`config.mk`:
```
export PLATFORM = sky130hd
export DESIGN_NAME = lct_controller
export DESIGN_NICKNAME = d
export VERILOG_FILES = /design/src/lct_pkg.sv /design/src/lct_down_counter.sv /design/src/lct_latency_pipe.sv /design/src/lct_controller.sv
export SDC_FILE = /design/constraint.sdc
export NUM_CORES = 1
export LEC_CHECK = 0
export ABC_AREA = 1
export ABC_CLOCK_PERIOD_IN_PS = 3900
export BUFFER_PORTS_ARGS = -buffer_cell sky130_fd_sc_hd__buf_2
export CAP_MARGIN = 25
export CORE_ASPECT_RATIO = 0.6
export CORE_UTILIZATION = 35
export CTS_BUF_LIST = sky130_fd_sc_hd__clkbuf_4 sky130_fd_sc_hd__clkbuf_8 sky130_fd_sc_hd__clkbuf_16
export CTS_CLUSTER_DIAMETER = 30
export CTS_CLUSTER_SIZE = 16
export DETAILED_ROUTE_END_ITERATION = 7
export GPL_ROUTABILITY_DRIVEN = 0
export SYNTH_ARGS = -nofsm -noshare
export SYNTH_HDL_FRONTEND = slang
export SYNTH_HIERARCHICAL = 1
export SYNTH_SLANG_ARGS = --single-unit
```
`constraint.sdc`:
```
create_clock -name i_clock -period 3.9 [get_ports i_clock]
set_input_delay 0.78 -clock i_clock [delete_from_list [all_inputs] [get_ports i_clock]]
set_output_delay 0.78 -clock i_clock [all_outputs]
set_load 0.01 [all_outputs]
```
`src/lct_pkg.sv`:
```
// Purpose: shared constants for the command timing controller
// Assumes: controller clock of 125 MHz (8 ns period)
// Notes:   times in picoseconds, counts derived by rounding up
package lct_pkg;
    // ========================================================
    // clock
    localparam int CLK_PERIOD_PS = 8000;
    // ========================================================
    // command codes
    typedef enum logic [3:0] {
        LCT_CMD_NOP   = 4'h0,
        LCT_CMD_MRW   = 4'h1,
        LCT_CMD_MRR   = 4'h2,
        LCT_CMD_ACT   = 4'h3,
        LCT_CMD_RD    = 4'h4,
        LCT_CMD_WR    = 4'h5,
        LCT_CMD_PRE   = 4'h6,
        LCT_CMD_PREA  = 4'h7,
        LCT_CMD_SREN  = 4'h8,
        LCT_CMD_SREX  = 4'h9,
        LCT_CMD_PDEN  = 4'ha,
        LCT_CMD_PDEX  = 4'hb,
        LCT_CMD_DPEN  = 4'hc,
        LCT_CMD_DPEX  = 4'hd
    } lct_cmd_t;
    // ========================================================
    // times in ps (mode spacing in clocks, deep sleep in us)
    localparam int MODE_WRITE_SPACING_CK        = 5;
    localparam int MODE_READ_SPACING_CK         = 2;
    localparam int SELF_REFRESH_MIN_LOW_PS      = 15000;
    localparam int SELF_REFRESH_MIN_LOW_FLOOR   = 3;
    localparam int SELF_REFRESH_EXIT_ADD_PS     = 10000;
    localparam int SELF_REFRESH_EXIT_FLOOR      = 2;
    localparam int POWERDOWN_EXIT_DELAY_PS      = 7500;
    localparam int POWERDOWN_EXIT_FLOOR         = 2;
    localparam int READ_TO_PRECHARGE_DELAY_PS   = 7500;
    localparam int READ_TO_PRECHARGE_FLOOR      = 2;
    localparam int SINGLE_BANK_PRECHARGE_PS     = 18000;
    localparam int SINGLE_BANK_PRECHARGE_FLOOR  = 3;
    localparam int WRITE_TO_READ_DELAY_PS       = 7500;
    localparam int WRITE_TO_READ_FLOOR          = 2;
    localparam int ACTIVATE_TO_ACTIVATE_PS      = 10000;
    localparam int ACTIVATE_TO_ACTIVATE_FLOOR   = 2;
    localparam int FOUR_ACTIVATE_WINDOW_PS      = 50000;
    localparam int FOUR_ACTIVATE_WINDOW_SLOW_PS = 60000;
    localparam int FOUR_ACTIVATE_WINDOW_FLOOR   = 8;
    localparam int DEEP_SLEEP_MIN_TIME_US       = 500;
    localparam int FLOOR_APPLIES_ABOVE_PS       = 6000;
    localparam int BOOT_CLOCK_PERIOD_MIN_PS     = 18000;
    localparam int BOOT_CLOCK_PERIOD_MAX_PS     = 100000;
    // latency tables, fastest grade first (index 0..6)
    localparam logic [27:0] READ_LATENCY_TABLE  = {4'h3, 4'h3, 4'h4, 4'h5, 4'h6, 4'h7, 4'h8};
    localparam logic [27:0] WRITE_LATENCY_TABLE = {4'h1, 4'h1, 4'h2, 4'h2, 4'h3, 4'h4, 4'h4};
    // ========================================================
    // conversion: round up, then floor only above 6 ns clock
    function automatic int lct_cycles(input int t_ps, input int floor_ck, input int per_ps);
        int c;
        c = (t_ps + per_ps - 1) / per_ps;
        if (per_ps > FLOOR_APPLIES_ABOVE_PS && c < floor_ck) begin
            c = floor_ck;
        end
        if (c < 1) begin
            c = 1;
        end
        return c;
    endfunction
    localparam int BOOT_DIV_CYCLES = (BOOT_CLOCK_PERIOD_MIN_PS + CLK_PERIOD_PS - 1) / CLK_PERIOD_PS;
    localparam int CNT_W = 24;
endpackage

```
`src/lct_down_counter.sv`:
```
// Purpose: reloadable down counter signalling expiry
// Assumes: load wins over counting
// Notes:   o_zero high when the interval has elapsed
`timescale 1ns/1ps
module lct_down_counter
    import lct_pkg::*;
#(
    parameter int W = CNT_W
) (
    // clock and reset
    input  wire logic         i_clock,
    input  wire logic         i_nrst,
    // control
    input  wire logic         i_load,
    input  wire logic [W-1:0] i_value,
    // status
    output logic              o_zero
);
    typedef struct packed {
        logic [W-1:0] cnt;
    } lct_dc_t;
    lct_dc_t st_q, st_d;
    always_comb begin
        st_d = st_q;
        if (i_load) begin
            st_d.cnt = i_value;
        end else if (st_q.cnt != '0) begin
            st_d.cnt = st_q.cnt - W'(1);
        end
    end
    always_ff @(posedge i_clock or negedge i_nrst) begin
        if (!i_nrst) begin
            st_q <= '0;
        end else begin
            st_q <= st_d;
        end
    end
    assign o_zero = (st_q.cnt == '0);
endmodule

```
`src/lct_latency_pipe.sv`:
```
// Purpose: delays a command marker by a grade-selected latency
// Assumes: latency 1..15 cycles
// Notes:   shift line of flip-flops, tap picked by index
`timescale 1ns/1ps
module lct_latency_pipe
    import lct_pkg::*;
#(
    parameter int DEPTH = 16
) (
    // clock and reset
    input  wire logic       i_clock,
    input  wire logic       i_nrst,
    // marker
    input  wire logic       i_mark,
    input  wire logic [3:0] i_lat,
    output logic            o_mark
);
    typedef struct packed {
        logic [DEPTH-1:0] sr;
        logic             out;
    } lct_lp_t;
    lct_lp_t st_q, st_d;
    always_comb begin
        st_d = st_q;
        st_d.sr = {st_q.sr[DEPTH-2:0], i_mark};
        // registered tap lat-1: high lat cycles after issue
        st_d.out = (i_lat == 4'h0) ? 1'b0 : st_q.sr[i_lat - 4'h1];
    end
    always_ff @(posedge i_clock or negedge i_nrst) begin
        if (!i_nrst) begin
            st_q <= '0;
        end else begin
            st_q <= st_d;
        end
    end
    assign o_mark = st_q.out;
endmodule

```
`src/lct_controller.sv`:
```
// Purpose: host-side command scheduler enforcing memory timing
// Assumes: at most one command every two cycles on a request/grant port
// Notes:   commands held until all spacing timers allow them
`timescale 1ns/1ps
module lct_controller
    import lct_pkg::*;
#(
    parameter int            BANKS          = 8,
    parameter int            BANK_W         = 3,
    parameter int            ROW_ACTIVE_PS  = 42000,
    parameter int            ALL_PRE_PS     = 21000,
    parameter int            REFRESH_AB_PS  = 130000,
    parameter int            DEEP_SLEEP_CYC = 62500,
    parameter int            WRITE_END_CYC  = 4
) (
    // clock and reset
    input  wire logic              i_clock,
    input  wire logic              i_nrst,
    // request port
    input  wire logic              i_req_valid,
    input  wire lct_cmd_t          i_req_cmd,
    input  wire logic [BANK_W-1:0] i_req_bank,
    output logic                   o_req_ready,
    // configuration
    input  wire logic              i_configured,
    input  wire logic [2:0]        i_grade,
    // memory command side
    output logic                   o_cmd_valid,
    output lct_cmd_t               o_cmd,
    output logic [BANK_W-1:0]      o_cmd_bank,
    output logic                   o_cke,
    output logic                   o_boot_clk,
    // data timing markers
    output logic                   o_rd_data_due,
    output logic                   o_wr_data_due
);
    // ========================================================
    // derived counts
    localparam int PER = CLK_PERIOD_PS;
    localparam int C_XP   = lct_cycles(POWERDOWN_EXIT_DELAY_PS, POWERDOWN_EXIT_FLOOR, PER);
    localparam int C_RTP  = lct_cycles(READ_TO_PRECHARGE_DELAY_PS, READ_TO_PRECHARGE_FLOOR, PER);
    localparam int C_RP   = lct_cycles(SINGLE_BANK_PRECHARGE_PS, SINGLE_BANK_PRECHARGE_FLOOR, PER);
    localparam int C_RPA  = lct_cycles(ALL_PRE_PS, SINGLE_BANK_PRECHARGE_FLOOR, PER);
    localparam int C_WTR  = lct_cycles(WRITE_TO_READ_DELAY_PS, WRITE_TO_READ_FLOOR, PER);
    localparam int C_RRD  = lct_cycles(ACTIVATE_TO_ACTIVATE_PS, ACTIVATE_TO_ACTIVATE_FLOOR, PER);
    localparam int C_SRL  = lct_cycles(SELF_REFRESH_MIN_LOW_PS, SELF_REFRESH_MIN_LOW_FLOOR, PER);
    localparam int C_XSR  = lct_cycles(REFRESH_AB_PS + SELF_REFRESH_EXIT_ADD_PS,
                                       SELF_REFRESH_EXIT_FLOOR, PER);
    localparam int C_RC   = lct_cycles(ROW_ACTIVE_PS + SINGLE_BANK_PRECHARGE_PS, 1, PER);
    localparam int C_FAW  = lct_cycles(FOUR_ACTIVATE_WINDOW_PS, FOUR_ACTIVATE_WINDOW_FLOOR, PER);
    localparam int C_FAWS = lct_cycles(FOUR_ACTIVATE_WINDOW_SLOW_PS,
                                       FOUR_ACTIVATE_WINDOW_FLOOR, PER);
    // boot timings at the slow clock period
    localparam int BP = BOOT_DIV_CYCLES * PER;
    localparam int B_SCALE = BOOT_DIV_CYCLES;
    localparam int B_XP  = lct_cycles(POWERDOWN_EXIT_DELAY_PS, POWERDOWN_EXIT_FLOOR, BP) * B_SCALE;
    localparam int B_RP  = lct_cycles(SINGLE_BANK_PRECHARGE_PS, SINGLE_BANK_PRECHARGE_FLOOR, BP)
                           * B_SCALE;
    localparam int B_MRW = MODE_WRITE_SPACING_CK * B_SCALE;
    localparam int B_MRR = MODE_READ_SPACING_CK * B_SCALE;
    localparam int B_GEN = lct_cycles(ACTIVATE_TO_ACTIVATE_PS, ACTIVATE_TO_ACTIVATE_FLOOR, BP)
                           * B_SCALE;

    typedef enum logic [3:0] {
        PS_ACTIVE = 4'h1,
        PS_SREF   = 4'h2,
        PS_PDOWN  = 4'h4,
        PS_DEEP   = 4'h8
    } lct_pwr_t;

    typedef struct packed {
        lct_pwr_t          pwr;
        logic              cmd_valid;
        lct_cmd_t          cmd;
        logic [BANK_W-1:0] bank;
        logic              cke;
        logic              boot_clk;
        logic [7:0]        div;
        logic [3:0]        faw_ptr;
    } lct_st_t;
    lct_st_t st_q, st_d;

    // ========================================================
    // timers
    logic [CNT_W-1:0] gen_val, rrd_val, rtp_val, wtr_val, srl_val;
    logic             gen_ld, rrd_ld, rtp_ld, wtr_ld, srl_ld;
    logic             gen_ok, rrd_ok, rtp_ok, wtr_ok, srl_ok;
    logic [BANKS-1:0] rc_ld, rp_ld, rc_ok, rp_ok, faw_ld, faw_ok;
    logic [CNT_W-1:0] rp_val;
    logic             take;
    logic             boot;
    logic             allow;
    logic             rd_mark, wr_mark, wr_end;

    lct_down_counter u_gen (.i_clock(i_clock), .i_nrst(i_nrst), .i_load(gen_ld),
                            .i_value(gen_val), .o_zero(gen_ok));
    lct_down_counter u_rrd (.i_clock(i_clock), .i_nrst(i_nrst), .i_load(rrd_ld),
                            .i_value(rrd_val), .o_zero(rrd_ok));
    lct_down_counter u_rtp (.i_clock(i_clock), .i_nrst(i_nrst), .i_load(rtp_ld),
                            .i_value(rtp_val), .o_zero(rtp_ok));
    lct_down_counter u_wtr (.i_clock(i_clock), .i_nrst(i_nrst), .i_load(wtr_ld),
                            .i_value(wtr_val), .o_zero(wtr_ok));
    lct_down_counter u_srl (.i_clock(i_clock), .i_nrst(i_nrst), .i_load(srl_ld),
                            .i_value(srl_val), .o_zero(srl_ok));

    genvar g;
    generate
        for (g = 0; g < BANKS; g++) begin : g_bank
            lct_down_counter u_rc (.i_clock(i_clock), .i_nrst(i_nrst), .i_load(rc_ld[g]),
                                   .i_value(CNT_W'(C_RC)), .o_zero(rc_ok[g]));
            lct_down_counter u_rp (.i_clock(i_clock), .i_nrst(i_nrst), .i_load(rp_ld[g]),
                                   .i_value(rp_val), .o_zero(rp_ok[g]));
            // only four slots serve the window
            lct_down_counter u_faw (.i_clock(i_clock), .i_nrst(i_nrst), .i_load(faw_ld[g]),
                                    .i_value((i_grade == 3'h6) ? CNT_W'(C_FAWS) : CNT_W'(C_FAW)),
                                    .o_zero(faw_ok[g]));
        end
    endgenerate

    // ========================================================
    // latency markers
    lct_latency_pipe u_rd_lat (.i_clock(i_clock), .i_nrst(i_nrst), .i_mark(rd_mark),
                           .i_lat(READ_LATENCY_TABLE[i_grade*4 +: 4]), .o_mark(o_rd_data_due));
    lct_latency_pipe u_wr_lat (.i_clock(i_clock), .i_nrst(i_nrst), .i_mark(wr_mark),
                           .i_lat(WRITE_LATENCY_TABLE[i_grade*4 +: 4]), .o_mark(o_wr_data_due));

    assign boot = !i_configured;

    // ========================================================
    // admission check
    always_comb begin
        allow = gen_ok;
        unique case (i_req_cmd)
            LCT_CMD_ACT: allow = gen_ok && rrd_ok && rc_ok[i_req_bank] && rp_ok[i_req_bank]
                                 && faw_ok[st_q.faw_ptr[1:0]];
            LCT_CMD_PRE, LCT_CMD_PREA: allow = gen_ok && rtp_ok;
            LCT_CMD_RD: allow = gen_ok && wtr_ok;
            LCT_CMD_SREX: allow = gen_ok && srl_ok;
            LCT_CMD_DPEX: allow = gen_ok && srl_ok;
            default: allow = gen_ok;
        endcase
        // boot: issue on slow clock phase 0 only
        if (boot && st_q.div != 8'h0) begin
            allow = 1'b0;
        end
    end
    assign take = i_req_valid && allow && st_q.cmd_valid == 1'b0;
    assign rd_mark = take && i_req_cmd == LCT_CMD_RD;
    assign wr_mark = take && i_req_cmd == LCT_CMD_WR;
    assign wr_end  = wr_mark;

    always_comb begin
        gen_ld = take;
        gen_val = CNT_W'(1);
        unique case (i_req_cmd)
            LCT_CMD_MRW:  gen_val = boot ? CNT_W'(B_MRW) : CNT_W'(MODE_WRITE_SPACING_CK);
            LCT_CMD_MRR:  gen_val = boot ? CNT_W'(B_MRR) : CNT_W'(MODE_READ_SPACING_CK);
            LCT_CMD_SREX: gen_val = CNT_W'(C_XSR);
            LCT_CMD_PDEX: gen_val = boot ? CNT_W'(B_XP) : CNT_W'(C_XP);
            default:      gen_val = boot ? CNT_W'(B_GEN) : CNT_W'(1);
        endcase
        rrd_ld  = take && i_req_cmd == LCT_CMD_ACT;
        rrd_val = CNT_W'(C_RRD);
        rtp_ld  = rd_mark;
        rtp_val = CNT_W'(C_RTP);
        wtr_ld  = wr_end;
        wtr_val = CNT_W'(C_WTR + WRITE_END_CYC);
        srl_ld  = take && (i_req_cmd == LCT_CMD_SREN || i_req_cmd == LCT_CMD_DPEN);
        srl_val = (i_req_cmd == LCT_CMD_DPEN) ? CNT_W'(DEEP_SLEEP_CYC) : CNT_W'(C_SRL);
        rp_val  = boot ? CNT_W'(B_RP)
                       : ((i_req_cmd == LCT_CMD_PREA) ? CNT_W'(C_RPA) : CNT_W'(C_RP));
        rc_ld   = '0;
        rp_ld   = '0;
        faw_ld  = '0;
        if (take && i_req_cmd == LCT_CMD_ACT) begin
            rc_ld[i_req_bank] = 1'b1;
            faw_ld[st_q.faw_ptr[1:0]] = 1'b1;
        end
        if (take && i_req_cmd == LCT_CMD_PRE) begin
            rp_ld[i_req_bank] = 1'b1;
        end
        if (take && i_req_cmd == LCT_CMD_PREA) begin
            rp_ld = '1;
        end
    end

    // ========================================================
    // state update
    always_comb begin
        st_d = st_q;
        st_d.cmd_valid = take;
        st_d.cmd = take ? i_req_cmd : LCT_CMD_NOP;
        st_d.bank = take ? i_req_bank : st_q.bank;
        // boot clock divided down to the slow range
        if (st_q.div >= 8'(BOOT_DIV_CYCLES - 1)) begin
            st_d.div = 8'h0;
        end else begin
            st_d.div = st_q.div + 8'h1;
        end
        st_d.boot_clk = boot ? (st_d.div < 8'(BOOT_DIV_CYCLES / 2)) : 1'b0;
        if (take && i_req_cmd == LCT_CMD_ACT) begin
            st_d.faw_ptr = st_q.faw_ptr + 4'h1;
        end
        unique case (st_q.pwr)
            PS_ACTIVE: begin
                if (take && i_req_cmd == LCT_CMD_SREN) begin
                    st_d.pwr = PS_SREF;
                end else if (take && i_req_cmd == LCT_CMD_PDEN) begin
                    st_d.pwr = PS_PDOWN;
                end else if (take && i_req_cmd == LCT_CMD_DPEN) begin
                    st_d.pwr = PS_DEEP;
                end
            end
            PS_SREF: if (take && i_req_cmd == LCT_CMD_SREX) st_d.pwr = PS_ACTIVE;
            PS_PDOWN: if (take && i_req_cmd == LCT_CMD_PDEX) st_d.pwr = PS_ACTIVE;
            PS_DEEP: if (take && i_req_cmd == LCT_CMD_DPEX) st_d.pwr = PS_ACTIVE;
            default: st_d.pwr = PS_ACTIVE;
        endcase
        st_d.cke = (st_d.pwr == PS_ACTIVE);
    end

    always_ff @(posedge i_clock or negedge i_nrst) begin
        if (!i_nrst) begin
            st_q <= '{pwr: PS_ACTIVE, cmd: LCT_CMD_NOP, default: '0};
        end else begin
            st_q <= st_d;
        end
    end

    assign o_req_ready = st_q.cmd_valid == 1'b0 && allow;
    assign o_cmd_valid = st_q.cmd_valid;
    assign o_cmd       = st_q.cmd;
    assign o_cmd_bank  = st_q.bank;
    assign o_cke       = st_q.cke;
    assign o_boot_clk  = st_q.boot_clk;
endmodule

```
Yosys cells after proc, flatten, opt, wreduce, memory -nomap -nowiden
Cells that the tools add are included.
- bitwise gates (word level): 1
- reductions and logical operators: 108
- multiplexer cells: 88
- add/sub/neg operators: 29
- magnitude comparators: 8
- equality and inequality tests: 18
- shifts and indexed selects: 2
- operators with widths (cell ; count):
    24-bit 2-to-1 mux ; 50
    24-bit zero test ; 25
    24-bit nonzero test ; 25
    24-bit by 1-bit subtractor with 24-bit output, second input constant ; 25
    28-bit by 6-bit variable part select with 4-bit output, first input constant ; 2
    2-bit nonzero test ; 25
    4-bit 2-to-1 mux ; 10
    8-bit 2-to-1 mux ; 4
    4-bit == test, second input constant ; 7
    1-bit logical AND ; 25
    4-bit by 3-bit == test with 1-bit output, second input constant ; 5
    16-bit 2-to-1 mux ; 1
    4-bit one-hot mux with 4 select lines ; 1
    5-bit one-hot mux with 3 select lines ; 1
    4-bit by 1-bit == test with 1-bit output, second input constant ; 3
    4-bit by 2-bit == test with 1-bit output, second input constant ; 3
    1-bit 2-to-1 mux ; 11
    4-bit by 5-bit less-than comparator with 1-bit output, second input constant ; 2
    8-bit by 1-bit adder with 8-bit output, second input constant ; 1
    1-bit binary-select mux with 4-bit select ; 2
    8-bit by 2-bit greater-or-equal comparator with 1-bit output, second input constant ; 1
    4-bit zero test ; 2
    8-bit by 1-bit less-than comparator with 1-bit output, second input constant ; 1
    8-bit nonzero test ; 1
    16 further kinds ; 21
- word-level logic and storage cells: 291
- output and inout bits: 13
- input port bits: 14
- register bits after elaboration: 660

Depth between registers and ports, before layout
- depth in word-level cells: 16
- mapped depth: 26
- gate-level depth less buffers: 23

Modules after synthesis
The synthesis kept the hierarchy.
- by module, submodules not included (module ; area each (um^2) ; times used ; cells each):
    lct_down_counter (g_bank[0].u_faw ...) ; 1619.1 ; 15 ; 254
    lct_down_counter (g_bank[5].u_rp ...) ; 1654.1 ; 10 ; 254
    lct_controller ; 1893.1 ; 1 ; 289
    lct_latency_pipe ; 721.9 ; 2 ; 76

Worst setup path before layout
No wires, ideal clock.
- path kind: input-to-reg
- from: input i_req_cmd[2]
- to: register g_bank[1].u_rc/st_q[11] in the netlist's numbering
- setup slack: 1.059 ns
- data required time: 3.784 ns
- arrival: 2.724 ns
- stages: 19
- library setup time: 0.116 ns
- cell sequence: nor2_2 -> nand2_1 -> nor2_1 -> nand2_1 -> nor2_1 -> nand3_1 -> nand2_2 -> nand3_4 -> inv_4 -> nand3_4 -> buf_6 -> nor2_2 -> clkbuf_1 -> inv_1 -> nand2_2 -> inv_2 -> buf_6 -> nand2_1 -> nand2_1
- cells in the longest elaborated chain, start to end: 9
- elaborated cells between the ends (all ways): 16
- those cells by class: eq/ne (6); mux (4); reduce/logical (6)
- ends and longest elaborated chain (element ; line ; source):
    from (decl) ; lct_controller.sv:21 ; input wire lct_cmd_t i_req_cmd,
    4-bit == test or 4-bit by 3-bit == test with 1-bit output (tied branches) ; lct_controller.sv:133 ; unique case (i_req_cmd)
    2-bit OR reduction, on equally long branches ; n/a ;
    1-bit one-hot mux with 4 select lines * ; lct_controller.sv:133 ;
    1-bit 2-to-1 mux * ; lct_controller.sv:143 ; if (boot && st_q.div != 8'h0) begin
    1-bit logical AND * (2 in series) ; lct_controller.sv:147 ; assign take = i_req_valid && allow && st_q.cmd_valid == 1'b0;
    net gen_ld ; lct_controller.sv:86 ; logic gen_ld, rrd_ld, rtp_ld, wtr_ld, srl_ld;
    1-bit logical AND * ; lct_controller.sv:175 ; if (take && i_req_cmd == LCT_CMD_ACT) begin
    8-bit 2-to-1 mux * ; lct_controller.sv:175 ;
    net rc_ld[1] ; lct_controller.sv:88 ; logic [BANKS-1:0] rc_ld, rp_ld, rc_ok, rp_ok, faw_ld, faw_ok;
    24-bit 2-to-1 mux or 2-bit nonzero test (tied branches) ; n/a ;
    to (signal assigned) ; lct_down_counter.sv:35 ; st_q <= st_d;
    to (decl) ; lct_down_counter.sv:22 ; lct_dc_t st_q, st_d;
The timed path passes the listed nets; every way through them passes the cells marked *.
A chain may end at the register's enable or synchronous reset.

Worst setup path after layout
- from: register g_bank[2].u_faw/st_q[13] in the netlist's numbering
- to: output o_req_ready
- cells in the longest elaborated chain, start to end: 7
- ends and longest elaborated chain (element ; line ; source):
    from (decl) ; lct_down_counter.sv:22 ;
    from (signal assigned) ; lct_down_counter.sv:35 ;
    24-bit zero test ; lct_down_counter.sv:38 ; assign o_zero = (st_q.cnt == '0);
    net faw_ok[2] ; lct_controller.sv:88 ;
    1-bit binary-select mux with 2-bit select ; lct_controller.sv:135 ; && faw_ok[st_q.faw_ptr[1:0]];
    1-bit 2-to-1 mux (not written as such) ; lct_controller.sv:135 ;
    1-bit logical AND ; lct_controller.sv:135 ;
    1-bit one-hot mux with 4 select lines ; lct_controller.sv:133 ;
    1-bit 2-to-1 mux ; lct_controller.sv:143 ;
    1-bit logical AND ; lct_controller.sv:230 ; assign o_req_ready = st_q.cmd_valid == 1'b0 && allow;
    to (decl) ; lct_controller.sv:23 ; output logic o_req_ready,
The timed path passes the listed nets, and every way through them passes these cells. The select of a mux whose other input is x is not followed.

==> results.md <==
* Vias after detailed routing at 41800
* Post-layout power at 39.4 mW
* Vias in the first global route at 37400
* Synth Instances at 6791
* Final slew viol count at 0
* Crit Path Class: reg2out
* Fillers at 12800
* Layout cells sized above 1 at 8.26%
* Hold WC Path Type: in2reg
* Crit path DAT at 2940 ps
* CP startpoint: g_bank[2].u_faw/st_q[13]$_DFFE_PN0P_
* Rows at 100
* Fin nets at 7528
* Largest net degree at the start of global routing at 85
* Hold Path Origin: i_req_cmd[1]
* First-pass GRT wire length at 193000 um
* Pre-CTS setup slack at 16.9 ps
* DP HPWL at 82800 um
* Post-DP Area at 48100 um^2
* CTS tree: done
* Num CTS Buffers at 142
* Synth cell types at 36
* Area growth syn-to-layout at 20.7%
* Worst reg2reg path depth at 22
* Reg2reg end: g_bank[7].u_rc/st_q[22]$_DFFE_PN0P_
* Die area at 128000 um^2
* Via density at 4.51
* Worst Setup EP: o_req_ready
* Slew headroom at 36.7%
* CP required at 3120 ps
* DIE HEIGHT at 277 um
* Tmin final at 3720 ps
* CTS max path bufs at 3
* Setup TNS at 0 ps
* Pwr Density at 739 nW/um^2
* All-Layer GR Usage at 18.3%
* Lkg Pwr at 26.9 nW
* WL per Instance at 12.4 um
* DRC at 0
* Syn_area_per_cell at 6.50 um^2
* Worst setup margin at 181 ps
* Maxcap violations at 0
* DRT Wirelength at 115000 um
* Hold Fails Final Rpt at 0
* Final instance area at 53300 um^2
* Register bit total from synthesis at 658
* CTS clock-pin slew for the worst setup and hold paths at 50 ps
* H-Tree Depth at 4
* Number of setup violations in the final report at 0
* Total grt overflow at 0
* Root buffer cell: clkbuf_16
* Worst reg2reg setup slack at 220 ps
* Worst setup SP type: flip-flop
* Fmax at 0.269 GHz
* Final cycle utilization of the critical path at 95.4%
* Initial DRC count at 3313
* Clock latency on the worst-skew pair at 750 ps
* Num ports at 27
* Starting density of the core at 35.4%
* Hold Slack at 320 ps
* Layout Skew at 33.3 ps
* Worst-Margin Slew at 945 ps
* Antenna Nets Post-Route at 0
* Initial antenna violation count at 2
* Synth warnings at 6
* Maximum vdd drop at 0.483 mV
* Worst r2r src: g_bank[2].u_faw/st_q[13]$_DFFE_PN0P_
* CP endpoint kind: primary output
* TritonRoute pass-1 iters at 6
* Post-synthesis sequential area ratio at 37.3%
* Mapped cell area at 44200 um^2
* CP Max Fanout at 5
* Port bufs at 26
* Core box area at 125000 um^2
* TritonCTS Sinks at 658
* Status: finished clean
* Overall die width at 461 um
what timing repair did:
item | in CTS | in global routing
pin swaps | 0 | 1
setup endpoints to repair | 1 | 141
endpoints found under the hold margin | 10 | 0
resized for setup | 0 | 25
hold buffers | 1 | 0
setup buffers | 1 | 2
metrics by stage:
stage	util [%]	std cells
after floorplan	-	7367
after global placement	38.6	8985
after detailed placement	38.6	8985
after CTS	42.7	9249
after global routing	42.8	9252
final	42.8	9252
Yosys cell counts, drive strengths merged:
| cell type | count | area, um^2 |
|---|---|---|
| nor2 | 1214 | 5000 |
| o21ai | 303 | 1520 |
| o211ai | 1 | 7.51 |
| dfrtp | 657 | 16400 |
| dfstp | 1 | 26.3 |
| clkbuf | 31 | 116 |
| nor3 | 6 | 30.0 |
| nor4 | 2 | 12.5 |
| nand4 | 190 | 1190 |
| buf | 108 | 826 |
| nand3b | 87 | 678 |
| ha | 64 | 801 |
| xnor2 | 128 | 1120 |
| inv | 566 | 2130 |
| a21oi | 5 | 36.3 |
| nor3b | 2 | 15.0 |
| xor2 | 103 | 902 |
| or2 | 31 | 194 |
| nand2 | 2900 | 11000 |
| conb | 2 | 7.51 |
| nand3 | 365 | 1900 |
| o21bai | 25 | 188 |
registers in the layout, indices dropped and copies added (netlist names), 15 cells and up:
register / count
g_bank.u_rc/st_q: 192
g_bank.u_rp/st_q: 192
g_bank.u_faw/st_q: 96
u_gen/st_q: 24
u_rrd/st_q: 24
u_rtp/st_q: 24
u_srl/st_q: 24
u_wtr/st_q: 24
u_rd_lat/st_d: 15
u_wr_lat/st_d: 15
worst min-delay path by stage:
| stage | to | slack, ps | cells past startpoint |
|---|---|---|---|
| after floorplan | u_rd_lat/st_d[10]$_DFF_PN0_ | 350 | 0 |
| after global placement | u_wr_lat/st_d[16]$_DFF_PN0_ | 360 | 0 |
| after detailed placement | u_rd_lat/st_d[14]$_DFF_PN0_ | 360 | 0 |
| after CTS | o_cmd[1]$_DFF_PN0_ | 260 | 3 |
| after global routing | o_cmd[1]$_DFF_PN0_ | 320 | 3 |
| final | o_cmd[1]$_DFF_PN0_ | 320 | 3 |
worst max-delay path: stages, from the launching register on:
cell and delay (ps):
dfrtp_1 400, nor2_1 210, nand2_1 140, nor2_1 160, nand3_2 110, inv_1 100, inv_1 110, nand2_1 90
nand3_1 70, nand2_2 130, inv_1 50, nor2_1 90, nand3_1 110, nand2_2 150, nand2_1 90, inv_1 60
buf_2 120
area by class of cell:
type / instances / area, um^2 / area share [%]
Timing Repair Buffer: 78 / 646 / 1.21
Tap cell: 1683 / 2110 / 3.95
Clock inverter: 90 / 1160 / 2.17
Clock buffer: 172 / 3900 / 7.32
Sequential cell: 658 / 16500 / 30.9
Multi-Input combinational cell: 6004 / 26900 / 50.5
Inverter: 566 / 2130 / 4.00
Antenna cell: 1 / 2.50 / 0.00469
per-layer routing:
metal | vias up | global-route usage, % | routed length [um]
li1 | 21900 | - | -
met4 | 2 | 5.45 | 2250
met2 | 1024 | 23.3 | 41600
met5 | - | 0 | 13
met1 | 18700 | 29.6 | 63200
met3 | 145 | 3.68 | 7780
where the power goes:
| group | internal, mW | total (mW) | switching [mW] |
|---|---|---|---|
| registers | 9.65 | 12.7 | 3.09 |
| clock network | 8.39 | 12.7 | 4.28 |
| logic | 5.04 | 14.0 | 8.95 |
cell families (layout without fill, tap and decap cells):
| group | count (synthesis) | count (layout) | synth area share [%] |
|---|---|---|---|
| compound gates | 334 | 334 | 3.96 |
| xor+xnor | 231 | 231 | 4.58 |
| fa+ha+maj | 64 | 64 | 1.81 |
| buf+inv | 705 | 906 | 6.95 |
| flops | 658 | 658 | 37.3 |
| other cells | 2 | 579 | 0.0170 |
| simple gates | 4797 | 4797 | 45.4 |
layout by cell type, fill, tap and decap left out, types with 29 or more instances in the layout:
master / netlist / final
nand3_1: 353 / 349
xor2_1: 103 / 103
buf_4: 44 / 42
nor2_2: 114 / 118
or2_2: 30 / 30
o21ai_0: 301 / 293
nand2_1: 2863 / 2861
nand2_2: 27 / 29
clkbuf_16: 0 / 143
inv_1: 534 / 524
xnor2_1: 128 / 128
nand3b_1: 85 / 85
nand4_1: 190 / 190
nor2_1: 1079 / 1073
inv_2: 31 / 40
ha_1: 64 / 61
dfrtp_1: 657 / 657
conb_1: 2 / 578
No activity file was read; power rests on OpenSTA's default activity.
